===== src/rtl/gbc_regs.svh =====
`ifndef GBC_REGS_SVH
`define GBC_REGS_SVH

// Synchronised pin vector: atn, ifc, ren, dav, eoi, nrfd, ndac, dio[7:0]
`define GBC_SYNC_W      15
`define GBC_PIN_IDLE    15'h7FFF
`define GBC_PIN_ATN     14
`define GBC_PIN_IFC     13
`define GBC_PIN_REN     12
`define GBC_PIN_DAV     11
`define GBC_PIN_NRFD    9
`define GBC_PIN_NDAC    8
`define GBC_PIN_DIO_HI  7

// Register port offsets
`define GBC_REG_STATUS  4'h0
`define GBC_REG_ERROR   4'h1
`define GBC_REG_ADDR    4'h2

// Primary address
`define GBC_ADDR_FACTORY 5'h16
`define GBC_ADDR_MAX     5'h1E

// Bus commands sent with ATN, low seven bits
`define GBC_CMD_GTL     7'h01
`define GBC_CMD_SDC     7'h04
`define GBC_CMD_LLO     7'h11
`define GBC_CMD_DCL     7'h14
`define GBC_CMD_SPE     7'h18
`define GBC_CMD_SPD     7'h19
`define GBC_CMD_UNL     7'h3F
`define GBC_CMD_UNT     7'h5F
`define GBC_GRP_LISTEN  2'h1
`define GBC_GRP_TALK    2'h2

// Error status word bits
`define GBC_ERR_W       3
`define GBC_ERR_CMD     0
`define GBC_ERR_OPT     1
`define GBC_ERR_NOREM   2

// Device-dependent command letters and settings
`define GBC_SET_N       12
`define GBC_SET_M       9
`define GBC_SET_K       10
`define GBC_SET_DEFAULT 48'h0001_1000_0300
`define GBC_SET_MAX     48'h3371_1191_1911
`define GBC_CHR_EXEC    8'h58
`define GBC_CHR_SPACE   8'h20
`define GBC_CHR_ZERO    8'h30
`define GBC_CHR_NINE    8'h39
`define GBC_EOI_ON      4'h0
`define GBC_POLL_RQS    6

// Error message display time
`define GBC_CLK_HZ      20000000
`define GBC_MSG_MS      500
`define GBC_MSG_CNT_W   24

`endif


===== src/rtl/gbc_pkg.sv =====
package gbc_pkg;
  `include "gbc_regs.svh"

  typedef enum logic [1:0] {
    AH_RDY = 2'b01,
    AH_ACK = 2'b10
  } gbc_ah_type;

  typedef enum logic [2:0] {
    SH_IDLE   = 3'b001,
    SH_SETTLE = 3'b010,
    SH_DAV    = 3'b100
  } gbc_sh_type;

  typedef enum logic [2:0] {
    PS_LETTER  = 3'b001,
    PS_OPTION  = 3'b010,
    PS_DISCARD = 3'b100
  } gbc_ps_type;

  typedef struct packed {
    logic [`GBC_SYNC_W-1:0] s1;
    logic [`GBC_SYNC_W-1:0] s2;
    logic [`GBC_SYNC_W-1:0] s3;
    logic [`GBC_SYNC_W-1:0] pin;
  } gbc_sync_type;

  typedef struct packed {
    logic                             listen;
    logic                             talk;
    logic                             remote;
    logic                             lockout;
    logic                             spMode;
    logic                             srqPend;
    gbc_ah_type                       ah;
    gbc_sh_type                       sh;
    logic [7:0]                       txByte;
    logic                             txEoi;
    logic                             txPoll;
    gbc_ps_type                       ps;
    logic [3:0]                       pIdx;
    logic [`GBC_SET_N-1:0][3:0]       settings;
    logic [`GBC_SET_N-1:0][3:0]       pend;
    logic [`GBC_SET_N-1:0]            pendV;
    logic [`GBC_ERR_W-1:0]            errWord;
    logic [`GBC_ERR_W-1:0]            msgCode;
    logic [`GBC_MSG_CNT_W-1:0]        msgCnt;
    logic [4:0]                       addr;
    logic                             addrLoad;
    logic                             nvWr;
    logic [7:0]                       rdData;
  } gbc_state_type;
endpackage : gbc_pkg


===== src/rtl/gbc_bus_handler.sv =====
// Behaviour
// - Interface clear forces local, talker and listener idle
// - Interface clear turns off talk and listen lamps
// - Remote only when addressed to listen with REN
// - Lockout disables all panel inputs including return key
// - Go-to-local leaves remote and cancels lockout only when listening
// - Device clear acts unaddressed, restores defaults
// - Clears keep primary address, errors and remote, restore settings and parser
// - Selective clear restores defaults only when listening
// - Serial poll always returns the status byte
// - Defaults: A0 N0 R3 W0 P0 T0 B0 C1 Z1
// - Defaults: service request off, EOI on, CR LF
// - Commands need listen address, data needs talk address
// - Primary address 0 to 30, factory 22
// - New primary address written to nonvolatile store
// - Unknown command letter raises invalid command error
// - After invalid command discard through next execute
// - Invalid command sets its error status bit
// - Execute without remote raises no-remote error
// - Enabled errors raise a service request
// - In remote only return key and power work
// - Talker idle on untalk, listen address, clear
// - Listener idle on unlisten, talk address, clear
// - Bad option raises option error, discards to execute
module gbc_bus_handler
  import gbc_pkg::*;
#(
  parameter int MSG_CYCLES = `GBC_MSG_MS * (`GBC_CLK_HZ / 1000)
)
(
  input  wire logic                          clk,
  input  wire logic                          srst,
  input  wire logic                          atnN,
  input  wire logic                          ifcN,
  input  wire logic                          renN,
  input  wire logic                          davIn,
  output logic                               davOut,
  output logic                               davOeN,
  input  wire logic                          eoiIn,
  output logic                               eoiOut,
  output logic                               eoiOeN,
  input  wire logic                          nrfdIn,
  output logic                               nrfdOut,
  output logic                               nrfdOeN,
  input  wire logic                          ndacIn,
  output logic                               ndacOut,
  output logic                               ndacOeN,
  output logic                               srqOut,
  output logic                               srqOeN,
  input  wire logic [7:0]                    dioIn,
  output logic      [7:0]                    dioOut,
  output logic      [7:0]                    dioOeN,
  input  wire logic [3:0]                    regAddr,
  input  wire logic [7:0]                    regWrData,
  input  wire logic                          regWr,
  input  wire logic                          regRd,
  output logic      [7:0]                    regRdData,
  input  wire logic [7:0]                    pollStatus,
  input  wire logic [7:0]                    txData,
  input  wire logic                          txLast,
  input  wire logic                          txValid,
  output logic                               txReady,
  input  wire logic                          returnKey,
  input  wire logic [7:0]                    panelKeysIn,
  output logic      [7:0]                    panelKeysOut,
  input  wire logic [4:0]                    nvAddrIn,
  output logic                               nvWr,
  output logic      [4:0]                    nvWrData,
  output logic      [`GBC_SET_N*4-1:0]       settingsOut,
  output logic                               remoteStateLamp,
  output logic                               talkLamp,
  output logic                               listenerActiveLamp,
  output logic                               srqLamp,
  output logic                               msgShow,
  output logic      [`GBC_ERR_W-1:0]         msgCode
);

  localparam logic [`GBC_MSG_CNT_W-1:0] MSG_LOAD = `GBC_MSG_CNT_W'(MSG_CYCLES);

  // Letter to setting slot; bit 4 marks a known letter
  function automatic logic [4:0] letterSlot(input logic [7:0] chr);
    unique case (chr)
      8'h41:   letterSlot = 5'h10;
      8'h4E:   letterSlot = 5'h11;
      8'h52:   letterSlot = 5'h12;
      8'h57:   letterSlot = 5'h13;
      8'h50:   letterSlot = 5'h14;
      8'h54:   letterSlot = 5'h15;
      8'h42:   letterSlot = 5'h16;
      8'h43:   letterSlot = 5'h17;
      8'h5A:   letterSlot = 5'h18;
      8'h4D:   letterSlot = 5'h19;
      8'h4B:   letterSlot = 5'h1A;
      8'h59:   letterSlot = 5'h1B;
      default: letterSlot = 5'h00;
    endcase
  endfunction : letterSlot

  gbc_state_type          st_ff;
  gbc_state_type          nxt_st;
  logic [`GBC_SYNC_W-1:0] pinSync;
  logic                   atn;
  logic                   ifc;
  logic                   ren;
  logic                   dav;
  logic                   nrfd;
  logic                   ndac;
  logic [7:0]             rxByte;
  logic [6:0]             cmd;
  logic                   participate;
  logic                   rxStrobe;
  logic                   txOk;
  logic [7:0]             pollByte;
  logic [`GBC_SET_N-1:0][3:0] setMax;
  logic [`GBC_SET_N-1:0][3:0] setDef;

  assign setMax = `GBC_SET_MAX;
  assign setDef = `GBC_SET_DEFAULT;

  gbc_pin_sync u_pin_sync (
    .clk    (clk),
    .srst   (srst),
    .pinIn  ({atnN, ifcN, renN, davIn, eoiIn, nrfdIn, ndacIn, dioIn}),
    .pinOut (pinSync)
  );

  // Bus lines are low-true
  assign atn    = ~pinSync[`GBC_PIN_ATN];
  assign ifc    = ~pinSync[`GBC_PIN_IFC];
  assign ren    = ~pinSync[`GBC_PIN_REN];
  assign dav    = ~pinSync[`GBC_PIN_DAV];
  assign nrfd   = ~pinSync[`GBC_PIN_NRFD];
  assign ndac   = ~pinSync[`GBC_PIN_NDAC];
  assign rxByte = ~pinSync[`GBC_PIN_DIO_HI:0];
  assign cmd    = rxByte[6:0];

  // Acceptor joins in for every command, and for data only as listener
  assign participate = atn | st_ff.listen;
  assign rxStrobe    = participate & (st_ff.ah == AH_RDY) & dav;

  assign txOk    = st_ff.talk & ~atn & (st_ff.sh == SH_IDLE);
  assign txReady = txOk & ~st_ff.spMode;

  always_comb begin
    pollByte                = pollStatus;
    pollByte[`GBC_POLL_RQS] = st_ff.srqPend;
  end

  always_comb begin
    logic [`GBC_ERR_W-1:0] errEv;
    logic                  clearDev;
    logic                  execNow;
    logic [4:0]            slot;
    logic [3:0]            digit;
    errEv    = '0;
    clearDev = 1'b0;
    execNow  = 1'b0;
    slot     = letterSlot(rxByte);
    digit    = rxByte[3:0];
    nxt_st   = st_ff;
    nxt_st.nvWr     = 1'b0;
    nxt_st.rdData   = 8'h00;
    nxt_st.addrLoad = 1'b0;

    // Stored address comes back from the nonvolatile side after reset
    if (st_ff.addrLoad) begin
      nxt_st.addr = (nvAddrIn > `GBC_ADDR_MAX) ? `GBC_ADDR_FACTORY : nvAddrIn;
    end

    if (st_ff.msgCnt != '0) begin
      nxt_st.msgCnt = st_ff.msgCnt - `GBC_MSG_CNT_W'(1);
    end

    // Acceptor handshake
    unique case (st_ff.ah)
      AH_RDY: begin
        if (rxStrobe) begin
          nxt_st.ah = AH_ACK;
        end
      end
      AH_ACK: begin
        if (!dav) begin
          nxt_st.ah = AH_RDY;
        end
      end
    endcase

    if (rxStrobe && atn) begin
      if (cmd[6:5] == `GBC_GRP_LISTEN) begin
        if (cmd == `GBC_CMD_UNL) begin
          nxt_st.listen = 1'b0;
        end else if (cmd[4:0] == st_ff.addr) begin
          nxt_st.listen = 1'b1;
          nxt_st.talk   = 1'b0;
          if (ren) begin
            nxt_st.remote = 1'b1;
          end
        end
      end else if (cmd[6:5] == `GBC_GRP_TALK) begin
        // Any other talk address also retires this talker
        nxt_st.talk = (cmd[4:0] == st_ff.addr) && (cmd != `GBC_CMD_UNT);
        if (cmd[4:0] == st_ff.addr && cmd != `GBC_CMD_UNT) begin
          nxt_st.listen = 1'b0;
        end
      end else begin
        unique case (cmd)
          `GBC_CMD_GTL: begin
            if (st_ff.listen) begin
              nxt_st.remote  = 1'b0;
              nxt_st.lockout = 1'b0;
            end
          end
          `GBC_CMD_SDC: clearDev = st_ff.listen;
          `GBC_CMD_LLO: nxt_st.lockout = 1'b1;
          `GBC_CMD_DCL: clearDev = 1'b1;
          `GBC_CMD_SPE: nxt_st.spMode = 1'b1;
          `GBC_CMD_SPD: nxt_st.spMode = 1'b0;
          default: ;
        endcase
      end
    end

    // Device-dependent string parser
    if (rxStrobe && !atn) begin
      if (rxByte == `GBC_CHR_EXEC) begin
        if (st_ff.ps == PS_DISCARD) begin
          nxt_st.ps = PS_LETTER;
        end else if (!st_ff.remote) begin
          errEv[`GBC_ERR_NOREM] = 1'b1;
        end else if (st_ff.ps == PS_OPTION) begin
          errEv[`GBC_ERR_OPT] = 1'b1;
        end else begin
          execNow = 1'b1;
        end
        nxt_st.ps    = PS_LETTER;
        nxt_st.pendV = '0;
      end else if (rxByte > `GBC_CHR_SPACE) begin
        unique case (st_ff.ps)
          PS_LETTER: begin
            if (slot[4]) begin
              nxt_st.pIdx = slot[3:0];
              nxt_st.ps   = PS_OPTION;
            end else begin
              errEv[`GBC_ERR_CMD] = 1'b1;
              nxt_st.ps           = PS_DISCARD;
              nxt_st.pendV        = '0;
            end
          end
          PS_OPTION: begin
            if (rxByte >= `GBC_CHR_ZERO && rxByte <= `GBC_CHR_NINE &&
                digit <= setMax[st_ff.pIdx]) begin
              nxt_st.pend[st_ff.pIdx]  = digit;
              nxt_st.pendV[st_ff.pIdx] = 1'b1;
              nxt_st.ps                = PS_LETTER;
            end else begin
              errEv[`GBC_ERR_OPT] = 1'b1;
              nxt_st.ps           = PS_DISCARD;
              nxt_st.pendV        = '0;
            end
          end
          PS_DISCARD: ;
        endcase
      end
    end

    if (execNow) begin
      for (int i = 0; i < `GBC_SET_N; i++) begin
        if (st_ff.pendV[i]) begin
          nxt_st.settings[i] = st_ff.pend[i];
        end
      end
    end

    // Source handshake; serial poll byte goes out in place of user data
    unique case (st_ff.sh)
      SH_IDLE: begin
        if (txOk && st_ff.spMode) begin
          nxt_st.txByte = pollByte;
          nxt_st.txEoi  = 1'b0;
          nxt_st.txPoll = 1'b1;
          nxt_st.sh     = SH_SETTLE;
        end else if (txOk && txValid) begin
          nxt_st.txByte = txData;
          nxt_st.txEoi  = txLast && (st_ff.settings[`GBC_SET_K] == `GBC_EOI_ON);
          nxt_st.txPoll = 1'b0;
          nxt_st.sh     = SH_SETTLE;
        end
      end
      SH_SETTLE: begin
        if (atn || !st_ff.talk) begin
          nxt_st.sh = SH_IDLE;
        end else if (!nrfd) begin
          nxt_st.sh = SH_DAV;
        end
      end
      SH_DAV: begin
        if (atn || !st_ff.talk) begin
          nxt_st.sh = SH_IDLE;
        end else if (!ndac) begin
          nxt_st.sh = SH_IDLE;
          if (st_ff.txPoll) begin
            nxt_st.srqPend = 1'b0;
          end
        end
      end
    endcase

    // Return key works in remote unless locked out; REN loss drops remote
    if (returnKey && !st_ff.lockout) begin
      nxt_st.remote = 1'b0;
    end
    if (!ren) begin
      nxt_st.remote = 1'b0;
    end

    if (clearDev) begin
      nxt_st.settings = setDef;
      nxt_st.pendV    = '0;
      nxt_st.ps       = PS_LETTER;
    end

    if (ifc) begin
      nxt_st.listen = 1'b0;
      nxt_st.talk   = 1'b0;
      nxt_st.remote = 1'b0;
      nxt_st.spMode = 1'b0;
      nxt_st.sh     = SH_IDLE;
    end

    // Register port; error clear loses to a new error in the same cycle
    if (regRd) begin
      unique case (regAddr)
        `GBC_REG_STATUS: nxt_st.rdData = {1'b0, st_ff.msgCnt != '0, st_ff.srqPend,
                                          st_ff.spMode, st_ff.lockout, st_ff.remote,
                                          st_ff.talk, st_ff.listen};
        `GBC_REG_ERROR:  nxt_st.rdData = {5'h0, st_ff.errWord};
        `GBC_REG_ADDR:   nxt_st.rdData = {3'h0, st_ff.addr};
        default:         nxt_st.rdData = 8'h00;
      endcase
    end
    if (regWr && regAddr == `GBC_REG_ERROR) begin
      nxt_st.errWord = st_ff.errWord & ~regWrData[`GBC_ERR_W-1:0];
    end
    if (regWr && regAddr == `GBC_REG_ADDR && regWrData[4:0] <= `GBC_ADDR_MAX &&
        regWrData[7:5] == 3'h0) begin
      nxt_st.addr = regWrData[4:0];
      nxt_st.nvWr = 1'b1;
    end

    if (errEv != '0) begin
      nxt_st.errWord = nxt_st.errWord | errEv;
      nxt_st.msgCode = errEv;
      nxt_st.msgCnt  = MSG_LOAD;
      if ((errEv & st_ff.settings[`GBC_SET_M][`GBC_ERR_W-1:0]) != '0) begin
        nxt_st.srqPend = 1'b1;
      end
    end
  end

  always_ff @(posedge clk) begin
    if (srst) begin
      st_ff          <= '0;
      st_ff.ah       <= AH_RDY;
      st_ff.sh       <= SH_IDLE;
      st_ff.ps       <= PS_LETTER;
      st_ff.settings <= `GBC_SET_DEFAULT;
      st_ff.addr     <= `GBC_ADDR_FACTORY;
      st_ff.addrLoad <= 1'b1;
    end else begin
      st_ff <= nxt_st;
    end
  end

  // Not-ready while holding a byte; data-not-accepted until it is taken
  assign nrfdOeN = ~(participate & (st_ff.ah == AH_ACK));
  assign ndacOeN = ~(participate & (st_ff.ah == AH_RDY));
  assign davOeN  = ~(st_ff.sh == SH_DAV);
  assign eoiOeN  = ~((st_ff.sh != SH_IDLE) & st_ff.txEoi);
  assign dioOeN  = (st_ff.sh != SH_IDLE) ? ~st_ff.txByte : 8'hFF;
  assign srqOeN  = ~st_ff.srqPend;
  assign davOut  = 1'b0;
  assign eoiOut  = 1'b0;
  assign nrfdOut = 1'b0;
  assign ndacOut = 1'b0;
  assign srqOut  = 1'b0;
  assign dioOut  = 8'h00;

  assign panelKeysOut       = panelKeysIn & {8{~st_ff.remote & ~st_ff.lockout}};
  assign regRdData          = st_ff.rdData;
  assign nvWr               = st_ff.nvWr;
  assign nvWrData           = st_ff.addr;
  assign settingsOut        = st_ff.settings;
  assign remoteStateLamp    = st_ff.remote;
  assign talkLamp           = st_ff.talk;
  assign listenerActiveLamp = st_ff.listen;
  assign srqLamp            = st_ff.srqPend;
  assign msgShow            = st_ff.msgCnt != '0;
  assign msgCode            = st_ff.msgCode;

endmodule : gbc_bus_handler


===== src/rtl/gbc_pin_sync.sv =====
module gbc_pin_sync
  import gbc_pkg::*;
(
  input  wire logic                   clk,
  input  wire logic                   srst,
  input  wire logic [`GBC_SYNC_W-1:0] pinIn,
  output logic      [`GBC_SYNC_W-1:0] pinOut
);

  gbc_sync_type st_ff;
  gbc_sync_type nxt_st;

  always_comb begin
    nxt_st    = st_ff;
    nxt_st.s1 = pinIn;
    nxt_st.s2 = st_ff.s1;
    nxt_st.s3 = st_ff.s2;
    // A bit moves only when the second and third stages agree
    nxt_st.pin = (st_ff.s2 & st_ff.s3) | (st_ff.pin & (st_ff.s2 ^ st_ff.s3));
  end

  always_ff @(posedge clk) begin
    if (srst) begin
      st_ff <= '{s1: `GBC_PIN_IDLE, s2: `GBC_PIN_IDLE, s3: `GBC_PIN_IDLE,
                 pin: `GBC_PIN_IDLE};
    end else begin
      st_ff <= nxt_st;
    end
  end

  assign pinOut = st_ff.pin;

endmodule : gbc_pin_sync


===== config.mk =====
export PLATFORM = sky130hd
export DESIGN_NAME = gbc_bus_handler
export DESIGN_NICKNAME = d
export VERILOG_FILES = /design/src/rtl/gbc_pkg.sv /design/src/rtl/gbc_bus_handler.sv /design/src/rtl/gbc_pin_sync.sv
export VERILOG_INCLUDE_DIRS = /design/src /design/src/rtl
export SDC_FILE = /design/constraint.sdc
export NUM_CORES = 1
export LEC_CHECK = 0
export BUFFER_PORTS_ARGS = -buffer_cell sky130_fd_sc_hd__buf_4
export CORE_MARGIN = 2
export CORE_UTILIZATION = 45
export DETAILED_ROUTE_END_ITERATION = 7
export GPL_TIMING_DRIVEN = 0
export PLACE_DENSITY = 0.7
export REMOVE_ABC_BUFFERS = 1
export SYNTH_ARGS = -nofsm -noshare
export SYNTH_HDL_FRONTEND = slang
export SYNTH_SLANG_ARGS = --single-unit

===== constraint.sdc =====
create_clock -name clk -period 2.7 [get_ports clk]
set_input_delay 0.27 -clock clk [delete_from_list [all_inputs] [get_ports clk]]
set_output_delay 0.27 -clock clk [all_outputs]
set_load 0.1 [all_outputs]

* Yosys cells after proc, flatten, opt, wreduce, memory -nomap -nowiden
Memories as Yosys holds them, arrays and structs flattened. A register that Yosys moved wholly into a read port is not among the register bits.
Cells that the tools add are included.
** Storage, ports and cells
- Latch bits :: 0
- Flip-flop bits (word level) :: 241
- Bits of input ports :: 63
- Memory bits (read-only) :: 64
- Memory bits (writable) :: 0
- Memories :: 1
** Cells by class
- Bitwise gates (word level) :: 36
- Shift operators :: 0
- Divide/modulo/power cells :: 0
- $lt $le $gt $ge :: 8
- Add/subtract/negate cells :: 1
- Reductions and logical operators :: 63
- $mul :: 0
- Multiplexer cells :: 84
- Equal/unequal tests :: 47
** Memory list
- (no name shown) :: words 16, bits a word 4, read ports 1, clocked after Yosys merged registers in 1, write ports 0, line gbc_bus_handler.sv:251 : digit <= setMax[st_ff.pIdx]) begin
** Operator list (count)
- 8-bit by 7-bit equality test with 1-bit output, second input constant :: 13
- 48-bit 2-to-1 mux :: 2
- 60-bit 2-to-1 mux :: 1
- 5-bit case mux with 12 select lines :: 1
- 48-bit bitwise mux :: 1
- 12-bit 2-to-1 mux :: 3
- 3-bit 2-to-1 mux :: 12
- 15-bit bitwise AND :: 2
- 1-bit 2-to-1 mux :: 30
- 30-bit 2-to-1 mux :: 1
- 7-bit by 5-bit equality test with 1-bit output, second input constant :: 4
- 2-bit AND reduction :: 14
- 13-bit 2-to-1 mux :: 2
- 24-bit 2-to-1 mux :: 1
- 4-bit 2-to-1 mux :: 6
- 12-bit case mux with 2 select lines :: 1
- 24-bit nonzero test :: 1
- 24-bit by 1-bit subtractor with 24-bit output, second input constant :: 1
- 7-bit case mux with 3 select lines :: 1
- 2-bit nonzero test :: 10
- 4-bit demux with 4-bit select :: 1
- 8-bit inverter :: 2
- 4-bit AND reduction :: 4
- 5-bit 2-to-1 mux :: 3
- 55 further kinds :: 122

* Longest topological paths before layout
- Word-level depth :: 13
- Mapped depth :: 11

* Hierarchy
Synthesis repeated with hierarchy kept, for this count alone.
** Second synthesis, totals
- Cell total of the unflattened synthesis :: 1163
- Area, all modules :: 10581.4 sq um
** Modules (own cells, without submodules)
- gbc_bus_handler :: instances 1, seq. area each 3663.5 sq um, cells each 1007, area each 8637.0 sq um
- gbc_pin_sync :: instances 1, seq. area each 1201.2 sq um, cells each 156, area each 1944.4 sq um

* Worst setup path after synthesis
OpenSTA, ideal clock, no wires.
- Path type :: register to output
- Start :: reg st_ff (netlist bit talkLamp)
- End :: out txReady
- Data arrival time :: 3.394 ns
- Required time :: 2.430 ns
- Stages on the path, launching flop included :: 3
- Buffers on the path :: 0
- Slack :: -0.964 ns
- Cell sequence :: dfxtp_1 -> nand2_1 -> nor3_1
** Between the ends
- Cells in the longest elaborated chain, start to end :: 3
** RTL lines
- start, declared :: line gbc_bus_handler.sv:99 : gbc_state_type st_ff;
- start signal, assigned :: line gbc_bus_handler.sv:370 : st_ff <= nxt_st;
- 1-bit bitwise AND (2 in series) :: line gbc_bus_handler.sv:141 : assign txOk = st_ff.talk & ~atn & (st_ff.sh == SH_IDLE);
- 1-bit bitwise AND :: line gbc_bus_handler.sv:142 : assign txReady = txOk & ~st_ff.spMode;
- end, declared :: line gbc_bus_handler.sv:62 : output logic txReady,
No other way between the ends.

==> summary.txt <==
Status
  • Status: finished clean

Clock network
  • Clk root buf: clkbuf_16
  • Worst-path clk slew: 60 ps
  • Clock Path Buffers: 3
  • Clk_lat worst skew: 520 ps
  • H-tree depth: 1
  • TritonCTS Sinks: 239
  • CTS tree: built
  • CTS Buf Count: 26

STA
  • Slew Viols, Final: 0
  • Hold Violations, Final: 0
  • Clock skew: 15.4 ps
  • Min Tclk post-route: 2570 ps
  • WHS: 11.5 ps
  • Transition time of the tightest slew-check pin: 897 ps
  • Crit share post-route: 0.953
  • Total Neg Setup Slack: 0 ps
  • Setup Viol. Count Final: 0
  • Slew margin rel.: 0.399
  • Max Clk Rate: 389 MHz

Worst setup path
  • WP data required: 3080 ps
  • CP endpoint kind: flip-flop
  • CP Data Arrival Time: 2950 ps
  • R2R depth: 8
  • CP Class: flip-flop to flip-flop
  • Setup crit start kind: flip-flop
  • Crit path from: u_pin_sync.pinOut[2]
  • Worst r2r src: u_pin_sync.pinOut[2]
  • CP max FO: 14

Detailed routing
  • DRT iter0 DRCs: 479
  • Via density: 5.25
  • ANT nets after route: 0
  • Drt wl/cell: 15.3 um
  • Drt drc: 0
  • Detailed-route via count: 8380
  • Routed wire length: 24400 um
  • Pre-antenna DRT Iters: 7

Global route
  • Largest net degree at the start of global routing: 144
  • Vias in the first global route: 7905
  • Tot GR Track Use: 0.184
  • First-pass GRT wire length: 39700 um
  • Initial antenna violation count: 0
  • Grt ovf: 0

Synth
  • Async set-reset flop share out of synthesis: 0
  • Top FF cell, synth: dfxtp_1
  • Count leader, synth: dfxtp_1
  • Library cell with the largest summed area after synthesis: dfxtp_1
  • Share of the yosys chip area belonging to registers: 0.441
  • Mapped cell area: 0.0108 mm^2
  • Synth top cells by count: dfxtp_1, nor2_1, buf_4
  • EDFF count, synth: 0
  • Flops & latches, synth: 239
  • Syn Area/Cell: 9.10 um^2
  • Top cells by area, synth: dfxtp_1, mux2i_1, buf_4
  • Post-synth top area share: 0.441
  • Distinct cells, synth: 80
  • Gate Count Post-Synth: 1192
  • Warnings from Yosys: 0

Floorplanning
  • Core area: 0.0235 mm^2
  • Die Y-Extent: 159 um
  • Die X: 159 um
  • Starting Density: 0.461
  • # IOs: 168
  • Num rows: 56
  • Die area: 0.0254 mm^2

Placement
  • Routability cong.: 0.851
  • Cells after DPL: 1519
  • Buffers on Ports: 151
  • Hpwl dp: 16100 um

Cells and area
  • Area growth, synth to finish: 18.6%
  • Fin util: 0.547
  • # nets final: 1340
  • Share of cells above drive strength 1: 0.241
  • Antenna Cells: 0
  • Final std cells w/o fill: 1595

Power
  • Worst vdd ir: 0.539 mV
  • Static Leak: 5.08 nW
  • Total power: 0.00954 W
  • Power density cells: 741 mW/mm^2

Min path
  • Hold Path Depth: 3
  • Hold_sp: regWrData[2]
  • Worst Hold Class: input port to flip-flop

Run
  • # Max-Cap Violations: 0
## metrics by stage
| step | worst slack (ps) | instance area (um^2) |
|---|---|---|
| 2_1_floorplan | -964 | 9970 |
| 3_3_place_gp | -1260 | 11500 |
| 3_5_place_dp | -1310 | 11500 |
| 4_1_cts | 17.5 | 12800 |
| 5_1_grt | -7.21 | 12900 |
| 6_report | 127 | 12900 |
## layout by cell type (no fill, tap or decap), drive strengths merged, types with 12 or more instances in the layout
cell type    instances
nor4                23
clkbuf              39
a31oi               12
or2                 49
inv                 17
nand2               53
nor3                33
nand2b              14
a211o               20
dlygate4sd3         16
a211oi              29
dfxtp              239
xnor2               13
nor2b               21
o21ai               22
xor2                15
mux2i               77
ha                  20
a21oi               51
conb                14
buf                165
nand3               40
and2                25
nor2               139
o21a                13
## path summary, 6_finish.rpt
path                            to  slack, ps
min                    nvWrData[2]         10
min reg2reg  u_pin_sync.nxt_st[15]        410
max                      flip-flop        130
max reg2reg              flip-flop        130
## worst max-delay path, cell delays in order, from the launching register on
cell and delay, ps:
dfxtp_4 460, clkinvlp_4 150, ha_1 330, a21o_1 160
a21oi_1 240, o211ai_1 270, or3_4 490, nor2_2 230
a211oi_1 120
## metal layers
metal,global-route usage,up-vias,part of all wire
li1,-,4194,-
met1,0.248,3977,0.46
met2,0.313,175,0.48
met3,0.0260,34,0.045
met4,0.0438,0,0.015
met5,0,-,0
## cell families after synthesis
family,count (synthesis),share of synthesized area
AO/OA/AOI/OAI,195,0.127
XOR/XNOR,28,0.0226
adder cells (fa/ha/maj),20,0.0231
buffers and inverters,177,0.0926
flip-flops,239,0.441
multiplexers,78,0.0721
other,1,0.000346
AND/OR/NAND/NOR,454,0.222
## timing repair
| action | in CTS | in global routing |
|---|---|---|
| hold buffers | 16 | 0 |
| cloned | 0 | 0 |
| gates resized for setup | 25 | 6 |
| pin swaps | 3 | 3 |
| setup endpoints to repair | 150 | 68 |
| hold endpoints to repair | 16 | 0 |
| setup buffers | 6 | 6 |
## where the power goes
part	leakage (nW)	switching, W	internal (W)
combinational	2.69	0.00116	0.000717
sequential	1.94	0.000207	0.00373
clock	0.453	0.00139	0.00232
total	5.08	0.00276	0.00677
## cell type report
cell class / count / area [um^2]
clock buffers: 39 / 801
fillers: 2145 / 10700
clock inverters: 8 / 118
repair buffers: 181 / 1460
inverters: 20 / 86.3
well taps: 319 / 399
multi-input cells: 789 / 5200
flip-flops and latches: 239 / 4800
Note: power is estimated with default switching activity, not from simulation.
